<file path="config.mk">
export PLATFORM = sky130hd
export DESIGN_NAME = fbmsi_top
export DESIGN_NICKNAME = d
export VERILOG_FILES = /design/src/verilog/fbmsi_pkg.sv /design/src/verilog/fbmsi_top.sv
export SDC_FILE = /design/constraint.sdc
export NUM_CORES = 1
export LEC_CHECK = 0
export ABC_AREA = 1
export CAP_MARGIN = 20
export CORE_ASPECT_RATIO = 1.25
export CORE_MARGIN = 2
export CORE_UTILIZATION = 30
export CTS_BUF_LIST = sky130_fd_sc_hd__clkbuf_2 sky130_fd_sc_hd__clkbuf_4 sky130_fd_sc_hd__clkbuf_8
export DETAILED_ROUTE_END_ITERATION = 6
export DONT_BUFFER_PORTS = 1
export PLACE_DENSITY = 0.5
export SETUP_SLACK_MARGIN = 0.1
export SLEW_MARGIN = 20
export SYNTH_ARGS = -nofsm -noshare
export SYNTH_HDL_FRONTEND = slang
export SYNTH_SLANG_ARGS = --single-unit
</file>
<file path="constraint.sdc">
create_clock -name clk_i -period 4.3 [get_ports clk_i]
set_input_delay 0.645 -clock clk_i [delete_from_list [all_inputs] [get_ports clk_i]]
set_output_delay 0.645 -clock clk_i [all_outputs]
set_load 0.005 [all_outputs]
</file>
<file path="src/verilog/fbmsi_pkg.sv">
// Purpose: Constants for the fieldbus module status indication block
// Assumes: Single 20 MHz clock, plain register port
// Notes:   Register offsets are word indices on the register port
package fbmsi_pkg;
  localparam int unsigned CLK_HZ          = 20000000;
  localparam int unsigned FLASH_HZ        = 2;
  localparam int unsigned FLICKER_HZ      = 10;
  localparam int unsigned TEST_STEP_MS    = 250;
  localparam int unsigned FLASH_DIV       = CLK_HZ / (2 * FLASH_HZ);
  localparam int unsigned FLICKER_DIV     = CLK_HZ / (2 * FLICKER_HZ);
  localparam int unsigned TEST_STEP_CYC   = CLK_HZ / 1000 * TEST_STEP_MS;

  localparam logic [3:0] ADDR_MODULE_TYPE = 4'h0;
  localparam logic [3:0] ADDR_FW_MAJMIN   = 4'h1;
  localparam logic [3:0] ADDR_LINE_SPEED  = 4'h2;
  localparam logic [3:0] ADDR_OP_STATE    = 4'h3;
  localparam logic [3:0] ADDR_FW_PATCH    = 4'h4;
  localparam logic [3:0] ADDR_NODE_ADDR   = 4'h5;
  localparam logic [3:0] ADDR_ACTIVE_NODE = 4'h6;
  localparam logic [3:0] ADDR_CONTROL     = 4'h7;
  localparam logic [3:0] ADDR_CHANNELS    = 4'h8;

  localparam logic [2:0] LINE_SPEED_RESET = 3'h0;
  localparam logic [2:0] LINE_SPEED_MAX   = 3'h4;
  localparam logic [15:0] MODULE_TYPE_MAX = 16'h01f3;
  localparam logic [15:0] FW_MAJMIN_MAX   = 16'h270f;
  localparam logic [6:0]  FW_PATCH_MAX    = 7'h63;
  localparam logic [3:0]  CHANNELS_DEF    = 4'h2;
  localparam logic [3:0]  CHANNELS_MAX    = 4'ha;
  localparam int unsigned CTRL_REINIT_BIT = 0;

  localparam logic [3:0] ST_SETUP     = 4'h0;
  localparam logic [3:0] ST_NET_INIT  = 4'h1;
  localparam logic [3:0] ST_PD_INACT  = 4'h2;
  localparam logic [3:0] ST_IDLE      = 4'h3;
  localparam logic [3:0] ST_ACTIVE    = 4'h4;
  localparam logic [3:0] ST_BUS_ERR   = 4'h5;
  localparam logic [3:0] ST_DB_LOAD   = 4'h6;
  localparam logic [3:0] ST_HOST_ERR  = 4'h7;
  localparam logic [3:0] ST_OPT_LOSS  = 4'h8;
  localparam logic [3:0] ST_SUPERVISE = 4'hc;

  // Indicator colour codes {red, green}; both on means yellow
  localparam logic [1:0] LED_OFF    = 2'h0;
  localparam logic [1:0] LED_GREEN  = 2'h1;
  localparam logic [1:0] LED_RED    = 2'h2;
  localparam logic [1:0] LED_YELLOW = 2'h3;

  typedef enum logic [3:0] {
    FBMSI_TEST_GREEN = 4'b0001,
    FBMSI_TEST_RED   = 4'b0010,
    FBMSI_TEST_OFF   = 4'b0100,
    FBMSI_TEST_DONE  = 4'b1000
  } fbmsi_test_e;
endpackage

</file>
<file path="src/verilog/fbmsi_top.sv">
// Purpose: Status, indicator and parameter logic of a fieldbus option module
// Assumes: Status inputs are synchronous to clk_i
// Notes:   Overview of operation follows
// Overview of operation
// - Network indicator: off, green, green flash, red, red flash by state.
// - Both status indicators run a test sequence at startup first.
// - Module indicator: green normal, red major fault, red flash on IP conflict.
// - Port indicators: green 100M, yellow 10M, flicker on activity, off without link.
// - Read-only module type code limited to 0..499.
// - Firmware version in two read-only values, 0..9999 and 0..99.
// - Node address change takes effect only after re-initialisation.
// - Line speed selector accepts 0..4 with fixed speed/duplex encodings.
// - Two cyclic channels each way by default.
// - At most ten cyclic parameter data items.
// - Operating state codes 0 to 4 for setup through process active.
// - In network init, outgoing telegrams already carry mapped data.
// - State 5 on serious bus error, 6 while database loads.
// - Host error gives state 7, stops network, left only by restart.
// - State 8 when drive link is lost outside setup.
// - State 12 when supervised; reserved codes never reported.
// - Mapping or network error may force a drive trip.
`timescale 1ns/1ns
module fbmsi_top
  import fbmsi_pkg::*;
#(
  parameter int unsigned FLASH_CYC   = fbmsi_pkg::FLASH_DIV,
  parameter int unsigned FLICKER_CYC = fbmsi_pkg::FLICKER_DIV,
  parameter int unsigned TEST_CYC    = fbmsi_pkg::TEST_STEP_CYC,
  parameter logic [15:0] MODULE_TYPE = 16'h0064, // Arbitrary value
  parameter logic [15:0] FW_MAJMIN   = 16'h0065,
  parameter logic [6:0]  FW_PATCH    = 7'h00
)(
  input  wire logic        clk_i,
  input  wire logic        sys_rst_i,
  input  wire logic [3:0]  reg_addr_i,
  input  wire logic [31:0] reg_wdata_i,
  input  wire logic        reg_wr_i,
  input  wire logic        reg_rd_i,
  output logic [31:0]      reg_rdata_o,
  input  wire logic        setup_done_i,
  input  wire logic        ip_valid_i,
  input  wire logic        net_ready_i,
  input  wire logic        pd_connected_i,
  input  wire logic        pd_running_i,
  input  wire logic        pd_timeout_i,
  input  wire logic        dup_ip_i,
  input  wire logic        event_a_i,
  input  wire logic        major_fault_state_i,
  input  wire logic        bus_error_i,
  input  wire logic        db_loading_i,
  input  wire logic        host_error_i,
  input  wire logic        drive_link_ok_i,
  input  wire logic        supervised_i,
  input  wire logic        map_error_i,
  input  wire logic [1:0]  port_link_i,
  input  wire logic [1:0]  port_speed100_i,
  input  wire logic [1:0]  port_activity_i,
  output logic [1:0]       net_led_o,
  output logic [1:0]       mod_led_o,
  output logic [3:0]       port_led_o,
  output logic [2:0]       line_speed_o,
  output logic [15:0]      node_addr_o,
  output logic             net_enable_o,
  output logic             tx_pd_enable_o,
  output logic             drive_trip_o
);
  import fbmsi_pkg::*;

  logic [2:0]  line_speed;
  logic [15:0] node_pending;
  logic [15:0] node_active;
  logic [3:0]  channels;
  logic [3:0]  op_state;
  logic [3:0]  next_op_state;
  logic        host_dead;
  logic        reinit;
  logic [31:0] flash_cnt;
  logic [31:0] flicker_cnt;
  logic [31:0] test_cnt;
  logic        flash;
  logic        flicker;
  fbmsi_test_e test_st;

  // Register decode
  wire wr_speed   = reg_wr_i && (reg_addr_i == ADDR_LINE_SPEED);
  wire wr_node    = reg_wr_i && (reg_addr_i == ADDR_NODE_ADDR);
  wire wr_ctrl    = reg_wr_i && (reg_addr_i == ADDR_CONTROL);
  wire wr_chan    = reg_wr_i && (reg_addr_i == ADDR_CHANNELS);
  wire speed_ok   = reg_wdata_i[2:0] <= LINE_SPEED_MAX && reg_wdata_i[31:3] == '0;
  wire chan_ok    = reg_wdata_i[3:0] <= CHANNELS_MAX && reg_wdata_i[31:4] == '0;
  wire reinit_req = wr_ctrl && reg_wdata_i[CTRL_REINIT_BIT];
  // Clamps guard against out-of-range build parameters
  wire [15:0] type_val   =
    (MODULE_TYPE > MODULE_TYPE_MAX) ? MODULE_TYPE_MAX : MODULE_TYPE;
  wire [15:0] majmin_val = (FW_MAJMIN > FW_MAJMIN_MAX) ? FW_MAJMIN_MAX : FW_MAJMIN;
  wire [6:0]  patch_val  = (FW_PATCH > FW_PATCH_MAX) ? FW_PATCH_MAX : FW_PATCH;

  always_ff @(posedge clk_i)
  begin
    if (sys_rst_i)
    begin
      line_speed   <= LINE_SPEED_RESET;
      node_pending <= '0;
      node_active  <= '0;
      channels     <= CHANNELS_DEF;
      reinit       <= 1'b0;
    end
    else
    begin
      if (wr_speed && speed_ok)
        line_speed <= reg_wdata_i[2:0];
      if (wr_node)
        node_pending <= reg_wdata_i[15:0];
      if (wr_chan && chan_ok)
        channels <= reg_wdata_i[3:0];
      reinit <= reinit_req;
      if (reinit)
        node_active <= node_pending;
    end
  end

  // Read data valid exactly one cycle after the strobe
  logic [31:0] rd_mux;
  always_comb
  begin
    case (reg_addr_i)
      ADDR_MODULE_TYPE: rd_mux = {16'h0000, type_val};
      ADDR_FW_MAJMIN:   rd_mux = {16'h0000, majmin_val};
      ADDR_LINE_SPEED:  rd_mux = {29'h0, line_speed};
      ADDR_OP_STATE:    rd_mux = {28'h0, op_state};
      ADDR_FW_PATCH:    rd_mux = {25'h0, patch_val};
      ADDR_NODE_ADDR:   rd_mux = {16'h0000, node_pending};
      ADDR_ACTIVE_NODE: rd_mux = {16'h0000, node_active};
      ADDR_CHANNELS:    rd_mux = {28'h0, channels};
      default:          rd_mux = 32'h0;
    endcase
  end

  always_ff @(posedge clk_i)
  begin
    if (sys_rst_i)
      reg_rdata_o <= 32'h0;
    else if (reg_rd_i)
      reg_rdata_o <= rd_mux;
    else
      reg_rdata_o <= 32'h0;
  end

  // Operating state; priority: host error, drive loss, database, bus error
  always_comb
  begin
    next_op_state = op_state;
    if (host_dead || host_error_i)
      next_op_state = ST_HOST_ERR;
    else if (reinit)
      next_op_state = ST_SETUP;
    else if (!drive_link_ok_i && op_state != ST_SETUP)
      next_op_state = ST_OPT_LOSS;
    else if (db_loading_i)
      next_op_state = ST_DB_LOAD;
    else if (op_state == ST_SETUP)
      next_op_state = setup_done_i ? ST_NET_INIT : ST_SETUP;
    else if (op_state == ST_NET_INIT && !net_ready_i)
      next_op_state = ST_NET_INIT;
    else if (bus_error_i)
      next_op_state = ST_BUS_ERR;
    else if (supervised_i)
      next_op_state = ST_SUPERVISE;
    else if (pd_running_i)
      next_op_state = ST_ACTIVE;
    else if (pd_connected_i)
      next_op_state = ST_IDLE;
    else
      next_op_state = ST_PD_INACT;
  end

  always_ff @(posedge clk_i)
  begin
    if (sys_rst_i)
    begin
      op_state  <= ST_SETUP;
      host_dead <= 1'b0;
    end
    else
    begin
      op_state <= next_op_state;
      if (host_error_i)
        host_dead <= 1'b1;
    end
  end

  assign net_enable_o   = !host_dead && op_state != ST_HOST_ERR;
  assign tx_pd_enable_o = net_enable_o && op_state != ST_SETUP;
  assign line_speed_o   = line_speed;
  assign node_addr_o    = node_active;

  // Dividers; counters sized wide so large parameters fit
  always_ff @(posedge clk_i)
  begin
    if (sys_rst_i)
    begin
      flash_cnt   <= '0;
      flicker_cnt <= '0;
      flash       <= 1'b0;
      flicker     <= 1'b0;
    end
    else
    begin
      flash_cnt   <= (flash_cnt >= FLASH_CYC - 1) ? '0 : flash_cnt + 32'd1;
      flicker_cnt <= (flicker_cnt >= FLICKER_CYC - 1) ? '0 : flicker_cnt + 32'd1;
      if (flash_cnt >= FLASH_CYC - 1)
        flash <= ~flash;
      if (flicker_cnt >= FLICKER_CYC - 1)
        flicker <= ~flicker;
    end
  end

  // Startup lamp test: green, red, off, then normal display
  always_ff @(posedge clk_i)
  begin
    if (sys_rst_i)
    begin
      test_st  <= FBMSI_TEST_GREEN;
      test_cnt <= '0;
    end
    else if (test_st != FBMSI_TEST_DONE)
    begin
      if (test_cnt >= TEST_CYC - 1)
      begin
        test_cnt <= '0;
        case (test_st)
          FBMSI_TEST_GREEN: test_st <= FBMSI_TEST_RED;
          FBMSI_TEST_RED:   test_st <= FBMSI_TEST_OFF;
          FBMSI_TEST_OFF:   test_st <= FBMSI_TEST_DONE;
          default:          test_st <= FBMSI_TEST_DONE;
        endcase
      end
      else
        test_cnt <= test_cnt + 32'd1;
    end
  end

  logic [1:0] test_led;
  always_comb
  begin
    case (test_st)
      FBMSI_TEST_GREEN: test_led = LED_GREEN;
      FBMSI_TEST_RED:   test_led = LED_RED;
      FBMSI_TEST_OFF:   test_led = LED_OFF;
      default:          test_led = LED_OFF;
    endcase
  end

  // Network indicator; red causes outrank green
  logic [1:0] net_norm;
  always_comb
  begin
    if (!ip_valid_i)
      net_norm = LED_OFF;
    else if (dup_ip_i || event_a_i)
      net_norm = LED_RED;
    else if (pd_timeout_i)
      net_norm = flash ? LED_RED : LED_OFF;
    else if (op_state == ST_ACTIVE || op_state == ST_IDLE)
      net_norm = LED_GREEN;
    else
      net_norm = flash ? LED_GREEN : LED_OFF;
  end

  logic [1:0] mod_norm;
  always_comb
  begin
    if (major_fault_state_i || event_a_i)
      mod_norm = LED_RED;
    else if (dup_ip_i)
      mod_norm = flash ? LED_RED : LED_OFF;
    else
      mod_norm = LED_GREEN;
  end

  wire testing = test_st != FBMSI_TEST_DONE;

  always_ff @(posedge clk_i)
  begin
    if (sys_rst_i)
    begin
      net_led_o <= LED_OFF;
      mod_led_o <= LED_OFF;
    end
    else
    begin
      net_led_o <= testing ? test_led : net_norm;
      mod_led_o <= testing ? test_led : mod_norm;
    end
  end

  // Per-port link and activity indicators
  genvar p;
  generate
    for (p = 0; p < 2; p++)
    begin : g_port
      wire [1:0] colour = port_speed100_i[p] ? LED_GREEN : LED_YELLOW;
      wire [1:0] shown  = !port_link_i[p] ? LED_OFF :
                          (port_activity_i[p] && flicker) ? LED_OFF : colour;
      always_ff @(posedge clk_i)
      begin
        if (sys_rst_i)
          port_led_o[2*p+1:2*p] <= LED_OFF;
        else
          port_led_o[2*p+1:2*p] <= shown;
      end
    end
  endgenerate

  // Trip is a level while a mapping or network fault stands
  always_ff @(posedge clk_i)
  begin
    if (sys_rst_i)
      drive_trip_o <= 1'b0;
    else
      drive_trip_o <= map_error_i || op_state == ST_BUS_ERR;
  end
endmodule

</file>
# Word level (Yosys, flattened, before mapping)
# Cells that the tools add are included.
dict set report op_classes {
  n_addsub 3
  eq_ne 15
  n_div 0
  n_lt_le_gt_ge 5
  n_mux 27
  shift 0
  n_mul 0
  reduce_logical 35
  bitwise 5
}
# operator n
set ops {}
lappend ops {{$pmux W16 S7} 1}
lappend ops {{$add A32 B1 Y32 const B} 3}
lappend ops {{$ge A32 B23 Y1 const B} 2}
lappend ops {{$ge A32 B20 Y1 const B} 1}
lappend ops {{$mux W32} 1}
lappend ops {{$logic_not A29 Y1} 1}
lappend ops {{$logic_not A28 Y1} 1}
lappend ops {{$mux W4} 6}
lappend ops {{$eq A4 B3 Y1 const B} 5}
lappend ops {{$mux W2} 10}
lappend ops {{$eq A4 B2 Y1 const B} 4}
lappend ops {{$logic_and A1 B1 Y1} 15}
lappend ops {{$eq A4 B1 Y1 const B} 3}
lappend ops {{$mux W3} 3}
lappend ops {{$reduce_or A3 Y1} 3}
lappend ops {{$logic_not A4 Y1} 2}
lappend ops {{$pmux W4 S2} 1}
lappend ops {{$reduce_or A2 Y1} 3}
lappend ops {{$logic_or A1 B1 Y1} 5}
lappend ops {{$not A1 Y1} 5}
lappend ops {{$eq A4 B4 Y1 const B} 1}
lappend ops {{$le A4 B4 Y1 const B} 1}
lappend ops {{$mux W1} 4}
lappend ops {{$ne A4 B3 Y1 const B} 1}
lappend ops {{6 further kinds} 8}
dict set report word_totals {
  memories 0
  latchBits 0
  register_bits 188
  input_bits 61
  mem_bits_ro 0
  word_cells 110
  output_inout_bits 62
  mem_bits_rw 0
}

# Logic depth before layout (Yosys ltp)
dict set report depth {
  depth_word 10
  mapped_depth 13
  ltp_nobuf 12
}

# Least setup slack after synthesis
# Ideal clock, no wire load.
dict set report synth_timing {
  kind {input -> register}
  from {input port reg_wdata_i[25]}
  to {register channels[0]}
  required_ps 4187
  setup_time_ps 113
  path_stages 5
  arrival_time_ps 1600
  slack_ps 2587
  path_buffers 0
  cell_sequence {or2_2 > nor4_1 > nand3_1 > nand2_1 > nor2_1}
}
dict set report synth_via {
  elab_chain_len 3
}
# item line
set synth_lines {}
lappend synth_lines {{start, declared} fbmsi_top.sv:36} ;# input wire logic [31:0] reg_wdata_i,
lappend synth_lines {{$logic_not A28 Y1} fbmsi_top.sv:90} ;# wire chan_ok = reg_wdata_i[3:0] <= CHANNELS_MAX && reg_wdata_i[31:4] == '0;
lappend synth_lines {{$logic_and A1 B1 Y1} fbmsi_top.sv:90}
lappend synth_lines {{$logic_and A1 B1 Y1} fbmsi_top.sv:114} ;# if (wr_chan && chan_ok)
lappend synth_lines {{end signal, assigned} fbmsi_top.sv:115} ;# channels <= reg_wdata_i[3:0];
lappend synth_lines {{end, declared} fbmsi_top.sv:72} ;# logic [3:0] channels;
# No other way between the ends.
# A chain may end at the register's enable or synchronous reset.

# Worst setup path after layout
dict set report layout_timing {
  from {register op_state[3]}
  to {output port tx_pd_enable_o}
}
dict set report layout_via {
  elab_chain_len 3
  word_cells_on_any_way 4
  cone_classes {1 x eq/ne; 3 x reduce/logical}
}
# item line
set layout_lines {}
lappend layout_lines {{start, declared} fbmsi_top.sv:73} ;# logic [3:0] op_state;
lappend layout_lines {{start signal, assigned} fbmsi_top.sv:186} ;# op_state <= next_op_state;
lappend layout_lines {{$ne A4 B3 Y1} fbmsi_top.sv:192} ;# assign net_enable_o = !host_dead && op_state != ST_HOST_ERR;
lappend layout_lines {{$logic_and A1 B1 Y1} fbmsi_top.sv:192}
lappend layout_lines {{$logic_and A1 B1 Y1 *} fbmsi_top.sv:193} ;# assign tx_pd_enable_o = net_enable_o && op_state != ST_SETUP;
lappend layout_lines {{end, declared} fbmsi_top.sv:64} ;# output logic tx_pd_enable_o,
# Every way passes the cells marked *; elsewhere a longest branch is shown, timed or not.

==> impl_table.tex <==
\begin{tabular}{lr}
\hline
Metric & Value \\
\hline
\multicolumn{2}{l}{\textbf{Layout}} \\
\quad Layout overhead on the synthesized area & 8.99\% \\
\quad Net count, final & 1,090 \\
\quad Highest-count cells in the layout ignoring fill and taps & sky130\_fd\_sc\_hd\_\_nor2\_1 (181), sky130\_fd\_sc\_hd\_\_dfxtp\_1 (172), sky130\_fd\_sc\_hd\_\_nand2\_1 (169) \\
\quad ANT cells & 0 \\
\quad Fraction of final layout cells with drive strength greater than 1 & 6.64\% \\
\quad Commonest non-fill, non-tap cell in the layout & sky130\_fd\_sc\_hd\_\_nor2\_1 \\
\multicolumn{2}{l}{\textbf{Die}} \\
\quad Die area & 0.0262 mm\^{}2 \\
\quad Die H & 180 um \\
\quad CORE AREA & 0.0245 mm\^{}2 \\
\quad Top-Level Pins & 123 \\
\quad Rows & 64 \\
\quad Die width & 145 um \\
\quad Starting density of the core & 30.5\% \\
\multicolumn{2}{l}{\textbf{Logic synthesis}} \\
\quad Cell count after synthesis & 1,011 \\
\quad Netlist area before placement & 0.00747 mm\^{}2 \\
\quad Flop and latch count out of synthesis & 172 \\
\quad Combinational family with the most area after synthesis & simple AND/OR/NAND/NOR gates \\
\quad Adder-Cell Fraction of Synth Area & 0.502\% \\
\quad Number of distinct library cells after synthesis & 46 \\
\quad Compound-Gate Fraction of Synth Area & 9.76\% \\
\quad Multiplexer share of the synthesized area & 0.134\% \\
\quad Post-synthesis share of cell area spent on and, or, nand and nor gates & 29.4\% \\
\quad Xor-xnor portion of the synthesized cell area & 4.34\% \\
\quad Count of warnings emitted by yosys & 0 \\
\quad Register area share after synthesis & 46.1\% \\
\quad Average size of a mapped cell & 7.39 um\^{}2 \\
\multicolumn{2}{l}{\textbf{Power and ir drop}} \\
\quad Leak pwr & 3.07 nW \\
\quad IR drop worst, VDD & 186 uV \\
\quad Power density normalized to cell area & 352 mW/mm\^{}2 \\
\multicolumn{2}{l}{\textbf{Clocking}} \\
\quad Clock Sink Count & 172 \\
\quad H-tree levels & 4 \\
\quad Root buffer cell & sky130\_fd\_sc\_hd\_\_clkbuf\_8 \\
\quad TritonCTS clock tree & built \\
\quad CTS-repair resized insts & 0 \\
\quad \# Post-CTS Setup Buffers & 0 \\
\quad Number of buffers inserted during clock tree synthesis & 17 \\
\quad Count of hold buffers inserted by post-cts repair & 0 \\
\quad Buffers from clock root to sink, at most & 2 \\
\quad Clock input transition at the sequential cells of the worst setup and hold paths & 0.10 ns \\
\quad Later-pin clock latency in the skew report & 0.47 ns \\
\multicolumn{2}{l}{\textbf{Worst setup path}} \\
\quad Most Frequent Cell on Critical Path & sky130\_fd\_sc\_hd\_\_inv\_1 \\
\quad Slack of the worst reg-to-reg path & 2.44 ns \\
\quad Total buffers and inverters traversed by the critical path & 2 \\
\quad Cell type group with the largest total delay on the critical path & simple AND/OR/NAND/NOR gates \\
\quad Worst Setup Path Type & reg2out \\
\quad Worst setup path end & tx\_pd\_enable\_o \\
\quad Register-to-Register Path Depth & 10 \\
\quad Critical-path cell with the highest stage delay & sky130\_fd\_sc\_hd\_\_dfxtp\_1 \\
\quad Chain of cells forming the critical path & inv\_1, nand2\_1, nor3\_1, inv\_1, and2\_1 \\
\quad Crit-path max FO & 4 \\
\quad Critical path endpoint category & output pin \\
\quad Crit path required time & 3.65 ns \\
\quad Critical Path Start & op\_state[3]\$\_SDFF\_PP0\_ \\
\quad Critical Path AT & 1.55 ns \\
\quad CP startpoint kind & register \\
\quad Worst reg2reg endpoint & flash\_cnt[22]\$\_SDFF\_PP0\_ \\
\quad Max stage delay on crit path & 0.32 ns \\
\quad FF-to-FF Start & flash\_cnt[0]\$\_SDFF\_PP0\_ \\
\quad Count of cell instances traversed by the critical path & 5 \\
\multicolumn{2}{l}{\textbf{Min path}} \\
\quad Worst min path class & in2reg \\
\multicolumn{2}{l}{\textbf{Global routing}} \\
\quad Wire length of the first global-routing pass & 28.6 mm \\
\quad Via count of the first global-routing pass & 5,804 \\
\quad Global route total overflow & 0 \\
\quad Largest net degree at the start of global routing & 47 \\
\quad Combined global-route utilization of all metal layers & 13.4\% \\
\quad Antenna violations before repair & 0 \\
\multicolumn{2}{l}{\textbf{Job}} \\
\quad Number of maximum-capacitance constraint violations & 0 \\
\multicolumn{2}{l}{\textbf{Timing}} \\
\quad Max-slew violation count & 0 \\
\quad Sum Neg Setup Slack & 0 ns \\
\quad Post-route worst hold slack & 0.242 ns \\
\quad Final Hold Fails & 0 \\
\quad Share of the cycle needed by the critical path after routing & 51.0\% \\
\quad Pin slew with the least headroom to its limit & 0.968 ns \\
\quad Final setup skew & 0.0168 ns \\
\quad Setup repair after global routing missed its margin & false \\
\quad Max Clk Rate & 456 MHz \\
\quad Setup violators final & 0 \\
\quad Time the final worst path needs with I/O delays and setup & 2.19 ns \\
\quad Slew margin rel. & 35.4\% \\
\multicolumn{2}{l}{\textbf{Outcome}} \\
\quad Outcome & finished clean \\
\multicolumn{2}{l}{\textbf{Routing}} \\
\quad Via count & 6,080 \\
\quad Vias per std cell & 4.44 \\
\quad Post-route DRC violation count & 0 \\
\quad Total Wirelength & 17.5 mm \\
\quad Routed wire per std cell & 12.8 um \\
\quad DRT Pass-1 Iters & 5 \\
\quad Number of routed nets with antenna violations & 0 \\
\quad Number of design-rule violations left by the first detailed-router iteration & 277 \\
\multicolumn{2}{l}{\textbf{Placement}} \\
\quad HPWL after detailed placement & 12.9 mm \\
\quad Final RePlAce weighted congestion & 0.821 \\
\quad Count of input and output buffers & 0 \\
\hline
\end{tabular}
[how the worst min path moves through the flow]
| stage | from | to | slack (ns) | cells past startpoint |
|---|---|---|---|---|
| 2_1_floorplan | flash_cnt[0]$_SDFF_PP0_ | flash_cnt[0]$_SDFF_PP0_ | 0.42 | 1 |
| 3_3_place_gp | test_cnt[30]$_SDFFE_PP0P_ | test_cnt[30]$_SDFFE_PP0P_ | 0.43 | 2 |
| 3_5_place_dp | test_cnt[24]$_SDFFE_PP0P_ | test_cnt[24]$_SDFFE_PP0P_ | 0.43 | 2 |
| 4_1_cts | port_speed100_i[1] | port_led_o[3]$_SDFF_PP0_ | 0.21 | 1 |
| 5_1_grt | sys_rst_i | port_led_o[2]$_SDFF_PP0_ | 0.21 | 1 |
| 6_report | port_speed100_i[1] | port_led_o[3]$_SDFF_PP0_ | 0.24 | 1 |
[cell usage after synthesis (all sizes together)]
library cell	instances	area, um^2
nand3b	5	37.5
nor4	5	31.3
xor2	25	219
o21a	1	7.51
inv	123	462
o31ai	1	7.51
a21oi	68	340
nand4	19	119
a211o	1	8.76
o22ai	7	43.8
nor3b	1	12.5
xnor2	12	105
or2	10	62.6
o211ai	3	22.5
a31oi	3	18.8
mux2i	1	10.0
nand2	175	677
o21ai	48	240
nor2	191	752
ha	3	37.5
a21boi	1	7.51
dfxtp	172	3440
a211oi	1	7.51
buf	30	221
nand3	61	335
nor3	28	155
clkbuf	10	47.5
conb	1	3.75
o2111ai	1	8.76
o221ai	1	8.76
and2	1	6.26
and3	1	6.26
o21bai	1	7.51
[logic make-up after synthesis]
family                   after synthesis
AND/OR/NAND/NOR                      497
flip-flops                           172
buffers and inverters                163
AO/OA/AOI/OAI                        137
XOR/XNOR                              37
adder cells (fa/ha/maj)                3
other                                  1
multiplexers                           1
[power by group]
| part | switching [mW] | internal, mW | leakage (nW) |
|---|---|---|---|
| combinational | 0.0650 | 0.0278 | 1.47 |
| clock | 0.643 | 0.497 | 0.202 |
| sequential | 0.0158 | 1.62 | 1.40 |
[final cells by class]
| cell class | count | area (um^2) |
|---|---|---|
| flip-flops and latches | 172 | 3440 |
| well taps | 330 | 413 |
| clock buffers | 18 | 248 |
| fillers | 2684 | 16400 |
| clock inverters | 14 | 145 |
| inverters | 123 | 462 |
| multi-input cells | 712 | 3430 |
[sequential cells by signal, indices dropped and copies added (netlist names), 4 cells and up]
register	cells
flicker_cnt	32
node_addr_o	16
test_cnt	32
node_pending	16
test_st	4
op_state	4
port_led_o	4
channels	4
reg_rdata_o	16
flash_cnt	32
[through the flow]
stage          total power, mW  instances  cell area [um^2]  util (%)  setup WS, ns
2_1_floorplan             1.76       1047              7610         -          2.59
3_3_place_gp              1.76       1337              7750      31.6          2.12
3_5_place_dp              1.76       1337              7750      31.6          2.09
4_1_cts                   2.91       1369              8150      33.2          2.09
5_1_grt                   2.99       1369              8150      33.2          2.00
6_report                  2.87       1369              8150      33.2          2.11
[per-layer routing]
metal	vias up	GRT usage, %	routed length (um)
li1	3209	-	-
met1	2728	16.3	7860
met2	120	23.8	8670
met3	23	2.51	634
met4	0	4.63	296
met5	-	0	0
[worst register-to-register path: cells and delay by family, from the launching register on]
kind / cells / cell delay (ns)
AO/OA/AOI/OAI: 1 / 0.21
adder cells (fa/ha/maj): 1 / 0.21
buffers and inverters: 1 / 0.29
flip-flops: 1 / 0.36
AND/OR/NAND/NOR: 7 / 0.66
Power figures use the tool's default switching activity.
